File: src/design/pcd_pkg.sv
// constants shared by the clock distribution controller
// assumes a single 125 MHz bus clock and an apb master
package pcd_pkg;
	localparam int CLK_PERIOD_NS = 8;
	localparam int LOCK_TIME_NS = 10_000_000;
	// longest time, so rounded down
	localparam int LOCK_MAX_CYC = LOCK_TIME_NS / CLK_PERIOD_NS;
	localparam int TMO_W = 21;
	localparam int PER_W = 16;
	localparam int ADDR_W = 12;

	localparam logic [11:0] CTRL_OFS = 12'h000;
	localparam logic [11:0] STAT_OFS = 12'h004;
	localparam logic [11:0] PER_OFS = 12'h008;

	localparam int CTRL_FSEL_BIT = 0;
	localparam int CTRL_LOOP_BIT = 1;
	localparam int CTRL_RSEL_BIT = 2;
	localparam int CTRL_OE_BIT = 3;
	localparam int CTRL_W = 4;
	localparam logic [3:0] CTRL_RST = 4'hb;

	localparam int STAT_LOCK_BIT = 0;
	localparam int STAT_TMO_BIT = 1;
	localparam int STAT_RUN_BIT = 2;

	localparam int PER_HP_LSB = 16;

	localparam logic [3:0] LOCK_STABLE = 4'h8;
	localparam logic [15:0] FREQ_TOL = 16'h0001;
	localparam logic [15:0] HP_RST = 16'h0010;
	localparam logic [15:0] HP_MIN = 16'h0001;
	localparam logic [15:0] PER_MAX = 16'hffff;

	typedef enum logic [2:0] {
		ST_TEST = 3'b001,
		ST_ACQ = 3'b010,
		ST_LOCK = 3'b100
	} pcd_loop_t;
endpackage

File: src/design/pcd_clock_ctrl.sv
// top of the clock distribution controller: apb registers, loop model, output dividers
// assumes reference and feedback pins are asynchronous to pclk and much slower than it
`timescale 1ns/1ns
`default_nettype none
module pcd_clock_ctrl import pcd_pkg::*; #(
	parameter int LOCK_MAX_CYC_P = LOCK_MAX_CYC
) (
	input wire logic pclk,
	input wire logic presetn,
	input wire logic psel,
	input wire logic penable,
	input wire logic pwrite,
	input wire logic [ADDR_W-1:0] paddr,
	input wire logic [31:0] pwdata,
	output logic [31:0] prdata,
	output logic pready,
	output logic pslverr,
	input wire logic sync0_in,
	input wire logic sync1_in,
	input wire logic feedback_in,
	output logic [4:0] main_clk_out,
	output logic main_clk_out_inv,
	output logic double_rate_clk_out,
	output logic half_rate_clk_out,
	output logic clk_oe_n,
	output logic lock_out
);
	logic sync0_s, sync1_s, fb_s, ref_raw, ref_q_ff, ref_rise;
	logic [PER_W-1:0] ref_per, fb_per;
	logic ref_valid, fb_valid;
	logic [CTRL_W-1:0] ctrl_ff;
	logic loop_en, fsel, rst_out_n;
	logic [31:0] prdata_ff, rd_data;
	logic pready_ff, pslverr_ff, setup, wr_en;
	pcd_loop_t state_ff, nxt_state;
	logic [3:0] match_cnt_ff;
	logic lock_ff, in_tol, tmo_ff, tmo_set, ref_seen_ff;
	logic [TMO_W-1:0] lock_wait_ff;
	logic [PER_W-1:0] hp_ff, osc_cnt_ff;
	logic osc_tgl, div_ph_ff, dist_tgl;
	logic started_ff, run, nxt_dbl, dbl_rise, nxt_main, main_rise;
	logic dbl_ff, main_ff, inv_ff, half_ff, oe_n_ff;

	function automatic logic reg_hit(input logic [ADDR_W-1:0] a, input logic [11:0] ofs);
		reg_hit = (a == ofs);
	endfunction

	function automatic logic near(input logic [PER_W-1:0] a, input logic [PER_W-1:0] b);
		near = (a > b) ? ((a - b) <= FREQ_TOL) : ((b - a) <= FREQ_TOL);
	endfunction

	pcd_sync u_sync0 (.clk(pclk), .rst_n(presetn), .d(sync0_in), .q(sync0_s));
	pcd_sync u_sync1 (.clk(pclk), .rst_n(presetn), .d(sync1_in), .q(sync1_s));
	pcd_sync u_syncfb (.clk(pclk), .rst_n(presetn), .d(feedback_in), .q(fb_s));

	assign loop_en = ctrl_ff[CTRL_LOOP_BIT];
	assign fsel = ctrl_ff[CTRL_FSEL_BIT];
	assign ref_raw = ctrl_ff[CTRL_RSEL_BIT] ? sync1_s : sync0_s;
	assign ref_rise = ref_raw & ~ref_q_ff;

	pcd_period_meter u_ref_meter (.clk(pclk), .rst_n(presetn), .sig(ref_raw), .period(ref_per), .valid(ref_valid));
	pcd_period_meter u_fb_meter (.clk(pclk), .rst_n(presetn), .sig(fb_s), .period(fb_per), .valid(fb_valid));

	always_ff @(posedge pclk or negedge presetn) begin
		if (!presetn) begin
			ref_q_ff <= 1'b0;
		end else begin
			ref_q_ff <= ref_raw;
		end
	end

	// apb slave, one access cycle, answer prepared in setup
	assign setup = psel & ~penable;
	assign wr_en = psel & penable & pready_ff & pwrite;

	always_comb begin
		rd_data = 32'h0000_0000;
		if (reg_hit(paddr, CTRL_OFS)) begin
			rd_data[CTRL_W-1:0] = ctrl_ff;
		end else if (reg_hit(paddr, STAT_OFS)) begin
			rd_data[STAT_LOCK_BIT] = lock_ff;
			rd_data[STAT_TMO_BIT] = tmo_ff;
			rd_data[STAT_RUN_BIT] = run;
		end else if (reg_hit(paddr, PER_OFS)) begin
			rd_data = {hp_ff, ref_per};
		end
	end

	always_ff @(posedge pclk or negedge presetn) begin
		if (!presetn) begin
			pready_ff <= 1'b0;
			pslverr_ff <= 1'b0;
			prdata_ff <= 32'h0000_0000;
		end else begin
			pready_ff <= setup;
			pslverr_ff <= setup & ~(reg_hit(paddr, CTRL_OFS) | reg_hit(paddr, STAT_OFS) | reg_hit(paddr, PER_OFS));
			prdata_ff <= (setup & ~pwrite) ? rd_data : 32'h0000_0000;
		end
	end

	always_ff @(posedge pclk or negedge presetn) begin
		if (!presetn) begin
			ctrl_ff <= CTRL_RST;
		end else if (wr_en && reg_hit(paddr, CTRL_OFS)) begin
			ctrl_ff <= pwdata[CTRL_W-1:0];
		end
	end

	// lock timeout flag, set wins over write-one-to-clear
	always_ff @(posedge pclk or negedge presetn) begin
		if (!presetn) begin
			tmo_ff <= 1'b0;
		end else if (tmo_set) begin
			tmo_ff <= 1'b1;
		end else if (wr_en && reg_hit(paddr, STAT_OFS) && pwdata[STAT_TMO_BIT]) begin
			tmo_ff <= 1'b0;
		end
	end

	// loop state: compare feedback period against reference period
	assign in_tol = near(fb_per, ref_per);

	always_comb begin
		nxt_state = state_ff;
		case (state_ff)
			ST_TEST: begin
				if (loop_en) nxt_state = ST_ACQ;
			end
			ST_ACQ: begin
				if (!loop_en) nxt_state = ST_TEST;
				else if (match_cnt_ff == LOCK_STABLE) nxt_state = ST_LOCK;
			end
			ST_LOCK: begin
				if (!loop_en) nxt_state = ST_TEST;
				else if (fb_valid && !in_tol) nxt_state = ST_ACQ;
			end
			default: nxt_state = ST_TEST;
		endcase
	end

	always_ff @(posedge pclk or negedge presetn) begin
		if (!presetn) begin
			state_ff <= ST_TEST;
			lock_ff <= 1'b0;
		end else begin
			state_ff <= nxt_state;
			lock_ff <= (nxt_state == ST_LOCK);
		end
	end

	always_ff @(posedge pclk or negedge presetn) begin
		if (!presetn) begin
			match_cnt_ff <= 4'h0;
		end else if (state_ff != ST_ACQ) begin
			match_cnt_ff <= 4'h0;
		end else if (fb_valid) begin
			match_cnt_ff <= in_tol ? match_cnt_ff + 4'h1 : 4'h0;
		end
	end

	// oscillator half period steered toward equal periods
	always_ff @(posedge pclk or negedge presetn) begin
		if (!presetn) begin
			hp_ff <= HP_RST;
		end else if (loop_en && fb_valid && !in_tol && ref_per != '0) begin
			if (fb_per > ref_per && hp_ff > HP_MIN) hp_ff <= hp_ff - 16'h0001;
			else if (fb_per < ref_per && hp_ff != PER_MAX) hp_ff <= hp_ff + 16'h0001;
		end
	end

	assign osc_tgl = loop_en & (osc_cnt_ff >= hp_ff - 16'h0001);

	always_ff @(posedge pclk or negedge presetn) begin
		if (!presetn) begin
			osc_cnt_ff <= '0;
			div_ph_ff <= 1'b0;
		end else if (!loop_en) begin
			osc_cnt_ff <= '0;
			div_ph_ff <= 1'b0;
		end else begin
			osc_cnt_ff <= osc_tgl ? '0 : osc_cnt_ff + 16'h0001;
			div_ph_ff <= div_ph_ff ^ osc_tgl;
		end
	end

	assign dist_tgl = osc_tgl & (fsel | div_ph_ff);

	// lock time watchdog
	always_ff @(posedge pclk or negedge presetn) begin
		if (!presetn) begin
			ref_seen_ff <= 1'b0;
			lock_wait_ff <= '0;
		end else begin
			ref_seen_ff <= loop_en & (ref_seen_ff | ref_rise);
			if (state_ff != ST_ACQ || !ref_seen_ff) lock_wait_ff <= '0;
			else if (!tmo_set) lock_wait_ff <= lock_wait_ff + 21'h000001;
		end
	end

	assign tmo_set = (lock_wait_ff == TMO_W'(LOCK_MAX_CYC_P));

	// output dividers, cleared at once by the output enable bit
	assign rst_out_n = presetn & ctrl_ff[CTRL_OE_BIT];
	assign run = loop_en | started_ff;
	assign nxt_dbl = loop_en ? (dbl_ff ^ dist_tgl) : ~ref_raw;
	assign dbl_rise = nxt_dbl & ~dbl_ff;
	assign nxt_main = (run & dbl_rise) ? ~main_ff : main_ff;
	assign main_rise = nxt_main & ~main_ff;

	always_ff @(posedge pclk or negedge rst_out_n) begin
		if (!rst_out_n) begin
			started_ff <= 1'b0;
			dbl_ff <= 1'b0;
			main_ff <= 1'b0;
			inv_ff <= 1'b0;
			half_ff <= 1'b0;
			oe_n_ff <= 1'b1;
		end else begin
			started_ff <= started_ff | ref_rise;
			dbl_ff <= nxt_dbl;
			main_ff <= nxt_main;
			inv_ff <= run ? ~nxt_main : 1'b0;
			half_ff <= main_rise ? ~half_ff : half_ff;
			oe_n_ff <= 1'b0;
		end
	end

	assign prdata = prdata_ff;
	assign pready = pready_ff;
	assign pslverr = pslverr_ff;
	assign main_clk_out = {5{main_ff}};
	assign main_clk_out_inv = inv_ff;
	assign double_rate_clk_out = dbl_ff;
	assign half_rate_clk_out = half_ff;
	assign clk_oe_n = oe_n_ff;
	assign lock_out = lock_ff;
endmodule
`default_nettype wire

File: src/design/pcd_sync.sv
// two-flop synchroniser for one pin level
// assumes the pin is asynchronous to clk
`timescale 1ns/1ns
`default_nettype none
module pcd_sync (
	input wire logic clk,
	input wire logic rst_n,
	input wire logic d,
	output logic q
);
	logic meta_ff;
	logic q_ff;

	always_ff @(posedge clk or negedge rst_n) begin
		if (!rst_n) begin
			meta_ff <= 1'b0;
			q_ff <= 1'b0;
		end else begin
			meta_ff <= d;
			q_ff <= meta_ff;
		end
	end

	assign q = q_ff;
endmodule
`default_nettype wire

File: src/design/pcd_period_meter.sv
// measures clk cycles between rising edges of a synchronised level
// assumes sig is already on the clk domain
`timescale 1ns/1ns
`default_nettype none
module pcd_period_meter import pcd_pkg::*; (
	input wire logic clk,
	input wire logic rst_n,
	input wire logic sig,
	output logic [PER_W-1:0] period,
	output logic valid
);
	logic sig_q_ff;
	logic [PER_W-1:0] cnt_ff;
	logic [PER_W-1:0] period_ff;
	logic valid_ff;
	logic rise;

	assign rise = sig & ~sig_q_ff;

	always_ff @(posedge clk or negedge rst_n) begin
		if (!rst_n) begin
			sig_q_ff <= 1'b0;
		end else begin
			sig_q_ff <= sig;
		end
	end

	// counter saturates so the first period after a stopped clock reads as very slow
	always_ff @(posedge clk or negedge rst_n) begin
		if (!rst_n) begin
			cnt_ff <= '0;
			period_ff <= '0;
			valid_ff <= 1'b0;
		end else begin
			valid_ff <= rise;
			if (rise) begin
				period_ff <= cnt_ff;
				cnt_ff <= 16'h0001;
			end else if (cnt_ff != PER_MAX) begin
				cnt_ff <= cnt_ff + 16'h0001;
			end
		end
	end

	assign period = period_ff;
	assign valid = valid_ff;
endmodule
`default_nettype wire

File: config.mk
export PLATFORM = sky130hd
export DESIGN_NAME = pcd_clock_ctrl
export DESIGN_NICKNAME = d
export VERILOG_FILES = /design/src/design/pcd_pkg.sv /design/src/design/pcd_clock_ctrl.sv /design/src/design/pcd_sync.sv /design/src/design/pcd_period_meter.sv
export SDC_FILE = /design/constraint.sdc
export NUM_CORES = 1
export LEC_CHECK = 0
export BUFFER_PORTS_ARGS = -buffer_cell sky130_fd_sc_hd__buf_2
export CORE_MARGIN = 10
export CORE_UTILIZATION = 30
export DETAILED_ROUTE_END_ITERATION = 10
export GPL_TIMING_DRIVEN = 0
export PLACE_DENSITY = 0.45
export SETUP_SLACK_MARGIN = 0.2
export SLEW_MARGIN = 20
export SYNTH_ARGS = -nofsm -noshare
export SYNTH_HDL_FRONTEND = slang
export SYNTH_SLANG_ARGS = --single-unit
File: constraint.sdc
create_clock -name pclk -period 1.6 [get_ports pclk]
set_input_delay 0.16 -clock pclk [delete_from_list [all_inputs] [get_ports pclk]]
set_output_delay 0.16 -clock pclk [all_outputs]
set_load 0.005 [all_outputs]
==> results.toml, run 1 <==
[logic_synthesis]
netlist_area_um2 = 10400
synth-edff-count = 0
synthDominantCellAreaShare = 0.423
yosys_warnings = 0
avgSynthCellArea_um2 = 9.16
async_flop_share = 1.00
ys_seq_elements = 181
syn_inst = 1130
synth_most_common_cell = "dfrtp_1"
synth_area_leaders = "dfrtp_1 42%, ha_1 7.0%, nor2_1 4.5%, xor2_1 3.9%, xnor2_1 3.8%"
synth-seq-area-share = 0.438
synthFlopType = "dfrtp_1"
synth_area_leader_cell = "dfrtp_1"
synth_nets = 1242
synth_cell_types = 67
synthTopCellsByCount = "175 x dfrtp_1, 123 x nor2_1, 100 x nand2_1"

[layout]
multi_input_area_um2 = 6530
antenna_cells = 0
fill_cells = 3324
final-seq-area_um2 = 4560
final_core_util = 0.428
final_area_um2 = 14500
syn2layout_area_growth_pct = 39.7
nets = 1443
drive_gt1_frac = 0.356

[placement]
dp_slack_ns = -2.56
port_buffers = 65
dp.final_hpwl_um = 21700
gp_congestion = 0.892
dpl_cell_area_um2 = 11600

[cts]
cts-root-buf = "clkbuf_16"
cts.sinks = 181
cts_buffers = 17
cts_tree = "yes"
path_clk_slew_ns = 0.07
clkLatencyLatePin_ns = 0.45
cts_buffer_depth = 2
htreeDepth = 4

[timing]
drv_slew = 0
slew_headroom = 0.626
rsz0062_at_grt = "true"
setup-violations-final = 87
timing.final.ws_setup_ns = -2.03
min_period_ns = 3.63
tightest_slew_ns = 0.561
fmaxAchievable_mhz = 276
hold_violations = 0
fin_skew_ns = 0.0138
fin_crit_sh = 2.27

[critical_path]
path_max_fanout = 4
ff2ff_setup_slack_ns = -2.03
critical-path-top-delay-family = "simple AND/OR/NAND/NOR gates"
worstPathRequired_ns = 1.98
start_kind = "flip-flop"
path_class = "reg -> reg"
crit_path_cell_trace = "clkbuf_8, nor4_4, nand2_2, nor4_4, xnor2_2, ha_1, a21oi_2, nor2b_1, o21ai_1, nand2b_1, or4_1, a21oi_2, o31a_1, nand2_2, and3b_1, ha_4, inv_1, nor2_1"
endpoint_kind = "flip-flop"
cp_slowest_stage_delay_ns = 0.42
path_buf_inv = 2
critPathArrivalTime_ns = 4.01
cp_slowest_cell = "or4_1"

[detailed_routing]
drc = 0
routed_wl_um = 31900
wl_per_cell_um = 17.8
dr.pass1.iters = 5
vias = 8900
ant_nets = 0
drtIter0Drc = 477
vias_per_cell = 4.97

[power]
leakage_nw = 6.64
vdd_drop_max_v = 0.000984
powerDensity_nw_per_um2 = 1030

[global_routing]
grt-ovfl-total = 0
track_usage = 0.151
grt_max_degree = 69
grt_pass1_vias = 9068
grt_pass1_wl_um = 50300
antenna_found_initial = 0

[job]
cap_violations = 0

[floorplanning]
ios = 96
die_w_um = 206
core_um2 = 33800
initial_utilization = 0.306
die_height_um = 206
dieArea_um2 = 42300
rows = 67

[worst_hold_path]
hp-class = "in -> reg"

[outcome]
status = "finished, violations left"
violations = "setup timing"
[sequential cells by signal, summed over array words and instances, names as in the netlist, 3 cells and up]
register            cells
match_cnt_ff            4
u_fb_meter.cnt_ff      16
lock_wait_ff           21
u_ref_meter.cnt_ff     16
u_fb_meter.period      16
ctrl_ff                 4
hp_ff                  16
osc_cnt_ff             16
u_ref_meter.period     16
state_ff                3
prdata                 32
[final timing paths]
kind	cells past startpoint	to	start
hold / removal	3	prdata[3]	pwrite
setup / recovery	18	main_clk_out_inv	hp_ff[2]
max in group asynchronous	4	hp_ff[4]	presetn
setup reg to reg	18	main_clk_out_inv	hp_ff[2]
hold reg to reg	0	u_sync0.q	u_sync0.meta_ff
min in group asynchronous	2	u_ref_meter.cnt_ff[7]	presetn
[through the flow]
| stage | power [W] | TNS (ns) | instances | hold WS, ns |
|---|---|---|---|---|
| floorplan | 0.00792 | -65.28 | 1130 | -0.136 |
| global placement | 0.00895 | -594.29 | 1643 | 0.269 |
| CTS | 0.0147 | -79.30 | 1776 | 0.0294 |
| global route | 0.0156 | -92.80 | 1792 | 0.0291 |
| finish | 0.0148 | -81.72 | 1792 | 0.0299 |
| detailed placement | 0.00898 | -126.46 | 1645 | 0.0877 |
[power breakdown]
group	internal, W	switching [W]
registers	0.00479	0.000257
logic	0.00238	0.00254
clock network	0.00283	0.00205
[worst register-to-register path, cell delays in order, from the launching register on]
cell      delay, ns
dfrtp_1        0.39
clkbuf_8       0.15
nor4_4         0.33
nand2_2        0.14
nor4_4         0.23
xnor2_2        0.17
ha_1           0.28
a21oi_2        0.14
nor2b_1        0.05
o21ai_1        0.11
nand2b_1       0.10
or4_1          0.43
a21oi_2        0.13
o31a_1         0.24
nand2_2        0.09
and3b_1        0.21
ha_4           0.26
inv_1          0.04
nor2_1         0.09
[cell families after synthesis]
group / synth area share
xor+xnor: 0.0770
flops: 0.438
mux: 0.0185
buf+inv: 0.0446
fa+ha+maj: 0.0740
compound gates: 0.136
other cells: 0.000362
simple gates: 0.211
[layout by cell type (no fill, tap or decap), drive strengths merged, types with 46 or more instances in the layout]
cell type,n
dfrtp,175
o21ai,63
clkbuf,51
nand2,100
xor2,46
buf,194
ha,58
nor2,123
a21oi,60
inv,63
[per-layer routing]
metal  vias up  routed length (um)  global-route usage
li1       4333                   -                   -
met1      4432               14400               0.194
met2       114               16000               0.258
met3        21                 935              0.0228
met4         0                 539              0.0394
met5         -                   0                   0
[timing repair]
action                                  in CTS  in global routing
hold buffers                                10                  0
buffers inserted                            87                 14
gates cloned                                 3                  2
endpoints found under the setup margin     156                205
pin swaps                                   72                 64
endpoints found under the hold margin       56                  0
gates resized for setup                    205                117
[final cells by class]
cell class              instances  share of cell area
plain buffers                  55              0.0297
clock buffers                  17              0.0294
multi-input cells             837               0.451
flip-flops and latches        181               0.315
well taps                     448              0.0388
repair buffers                183               0.104
clock inverters                15              0.0167
inverters                      56              0.0151
(Power assumes the default switching activity.)
==> run 2, diff against run 1 <==
- CAP_MARGIN: default -> 40
- PLACE_DENSITY: 0.45 -> 0.47
- clock period: 1.6 -> 3.2 ns (I/O delays scaled with it)
==> run 2 against run 1 <==
The flow still finishes with violations (setup timing). Worst hold slack improved by 0.084 ns. Sequential share of layout area grew 2.8 points. Highest routed layer unchanged. Sequential power shrank 50%. Utilization decreased by 3.6 points.
==> results.toml, run 2 (synthesis results as in run 1) <==
[critical_path]
critical-path-top-delay-family = "simple AND/OR/NAND/NOR gates"
r2r-end = "main_clk_out_inv"
cp_slowest_cell = "or4_4"
r2r_start = "hp_ff[3]"
start_kind = "flip-flop"
path_class = "reg -> reg"
worstPathRequired_ns = 3.53
cp_slowest_stage_delay_ns = 0.42
endpoint_kind = "flip-flop"
critPathArrivalTime_ns = 3.95
path_max_fanout = 8
ff2ff_setup_slack_ns = -0.42
reg2regPathDepth = 19
path_buf_inv = 3
crit_path_cell_trace = "buf_6, nor4_4, buf_4, nand2_2, or3_4, xor2_2, ha_2, a21oi_2, nor2b_1, o21ai_1, nand2b_1, or4_4, a21oi_2, o31a_1, nand2_2, and3b_1, ha_1, inv_2, nor2_1"

[layout]
fin_cells = 1745
nets = 1396
layout_commonest_cell = "dfrtp_1"
drive_gt1_frac = 0.250
largest_reg_flops = 32
final_area_um2 = 13200
antenna_cells = 0
final_cell_mix = "166 x dfrtp_1, 114 x nor2_1, 95 x nand2_1"
syn2layout_area_growth_pct = 27.9

[worst_hold_path]
worstHoldStart = "pwdata[2]"
hp-class = "in -> reg"
hold_end = "ctrl_ff[2]"
min_delay_path_depth = 2

[detailed_routing]
drtIter0Drc = 493
wl_per_cell_um = 16.7
dr.pass1.iters = 7
drc = 0
drt-met1-wl_um = 13500
wl_met3_um = 1080
routed_wl_um = 29200
wl_met2_um = 13900
ant_nets = 0
vias_per_cell = 4.94
routed.top_layer = "met4"
vias = 8620

[floorplanning]
initial_utilization = 0.306
core_um2 = 33800
ios = 96
dieArea_um2 = 42300
die_height_um = 206
rows = 67
die_w_um = 206

[timing]
fin_skew_ns = 0.0106
fin_hold_ws_ns = 0.114
tightest_slew_ns = 0.707
min_period_ns = 3.62
drv_slew = 0
fmaxAchievable_mhz = 276
rsz0062_at_grt = "true"
slew_headroom = 0.529
setup-violations-final = 21
hold_violations = 0
fin_crit_sh = 1.13
timing.final.ws_setup_ns = -0.419
fin_setup_tns_ns = -5.55

[placement]
dpl_cell_area_um2 = 11300
dp.final_hpwl_um = 21000
port_buffers = 65
placed_cells = 1646
dp_slack_ns = -0.982
gp_congestion = 0.921

[power]
powerDensity_nw_per_um2 = 558
vdd_drop_max_v = 0.000419
leakage_nw = 6.05

[cts]
cts.sinks = 181
cts-root-buf = "clkbuf_16"
path_clk_slew_ns = 0.07
cts_buffers = 17
cts_buffer_depth = 2
htreeDepth = 4
cts_tree = "yes"
clkLatencyLatePin_ns = 0.44

[outcome]
status = "finished, violations left"
violations = "setup timing"

[global_routing]
grt_max_degree = 90
grt_pass1_wl_um = 47700
track_usage = 0.141
antenna_found_initial = 0
grt-ovfl-total = 0
grt_pass1_vias = 8776

[job]
cap_violations = 0
run 2: cell count changes in the layout (fill, tap and decap cells not counted), sizes merged:
cell / previous run / this run
clkinvlp: 2 / 1
inv: 63 / 61
buf: 194 / 149
clkbuf: 51 / 57
dlygate4sd3: 10 / 4
clkinv: 1 / 2
run 2: what timing repair did:
action                                 CTS  global route
pin swaps                               29            22
hold buffers                             4             0
buffers inserted                        44            18
cloned                                   1             0
gates resized for setup                131            54
endpoints found under the hold margin   88             0
setup endpoints to repair               44            44
run 2: worst max-delay path by stage:
stage	from	slack, ns	end	cells after the start
2_1_floorplan	hp_ff[2]	-0.30	main_clk_out_inv	18
3_3_place_gp	presetn	-1.28	u_fb_meter.cnt_ff[7]	1
3_5_place_dp	hp_ff[0]	-0.98	main_clk_out_inv	19
4_1_cts	hp_ff[2]	-0.41	main_clk_out_inv	18
5_1_grt	hp_ff[1]	-0.58	main_clk_out_inv	19
6_report	hp_ff[3]	-0.42	main_clk_out_inv	19
run 2: final cells by class:
class	count	area, um2
inverter	56	218
clock buffer	19	443
tap	448	561
sequential	181	4550
timing repair buffer	135	938
clock inverter	13	218
fill	3405	20500
multi-input combinational	837	5950
buffer	56	364
run 2: where the power goes:
part | total (W) | internal [W] | switching, W
logic | 0.00250 | 0.00124 | 0.00126
registers | 0.00250 | 0.00239 | 0.000105
clock network | 0.00239 | 0.00142 | 0.000961
run 2: worst reg2reg max path, stage by stage (launching register included):
cell	delay [ns]
dfrtp_1	0.37
buf_6	0.14
nor4_4	0.28
buf_4	0.18
nand2_2	0.06
or3_4	0.34
xor2_2	0.17
ha_2	0.21
a21oi_2	0.11
nor2b_1	0.05
o21ai_1	0.11
nand2b_1	0.10
or4_4	0.42
a21oi_2	0.12
o31a_1	0.21
nand2_2	0.09
and3b_1	0.21
ha_1	0.28
inv_2	0.06
nor2_1	0.04
run 2: per-layer routing:
| metal | global-route usage | vias up |
|---|---|---|
| met1 | 0.186 | 4216 |
| met5 | 0 | - |
| met3 | 0.0245 | 25 |
| li1 | - | 4229 |
| met4 | 0.0441 | 0 |
| met2 | 0.230 | 150 |
run 2: per-stage QoR:
stage / util / power, W
2_1_floorplan: - / 0.00387
3_3_place_gp: 0.334 / 0.00436
3_5_place_dp: 0.336 / 0.00437
4_1_cts: 0.381 / 0.00729
5_1_grt: 0.392 / 0.00778
6_report: 0.392 / 0.00739
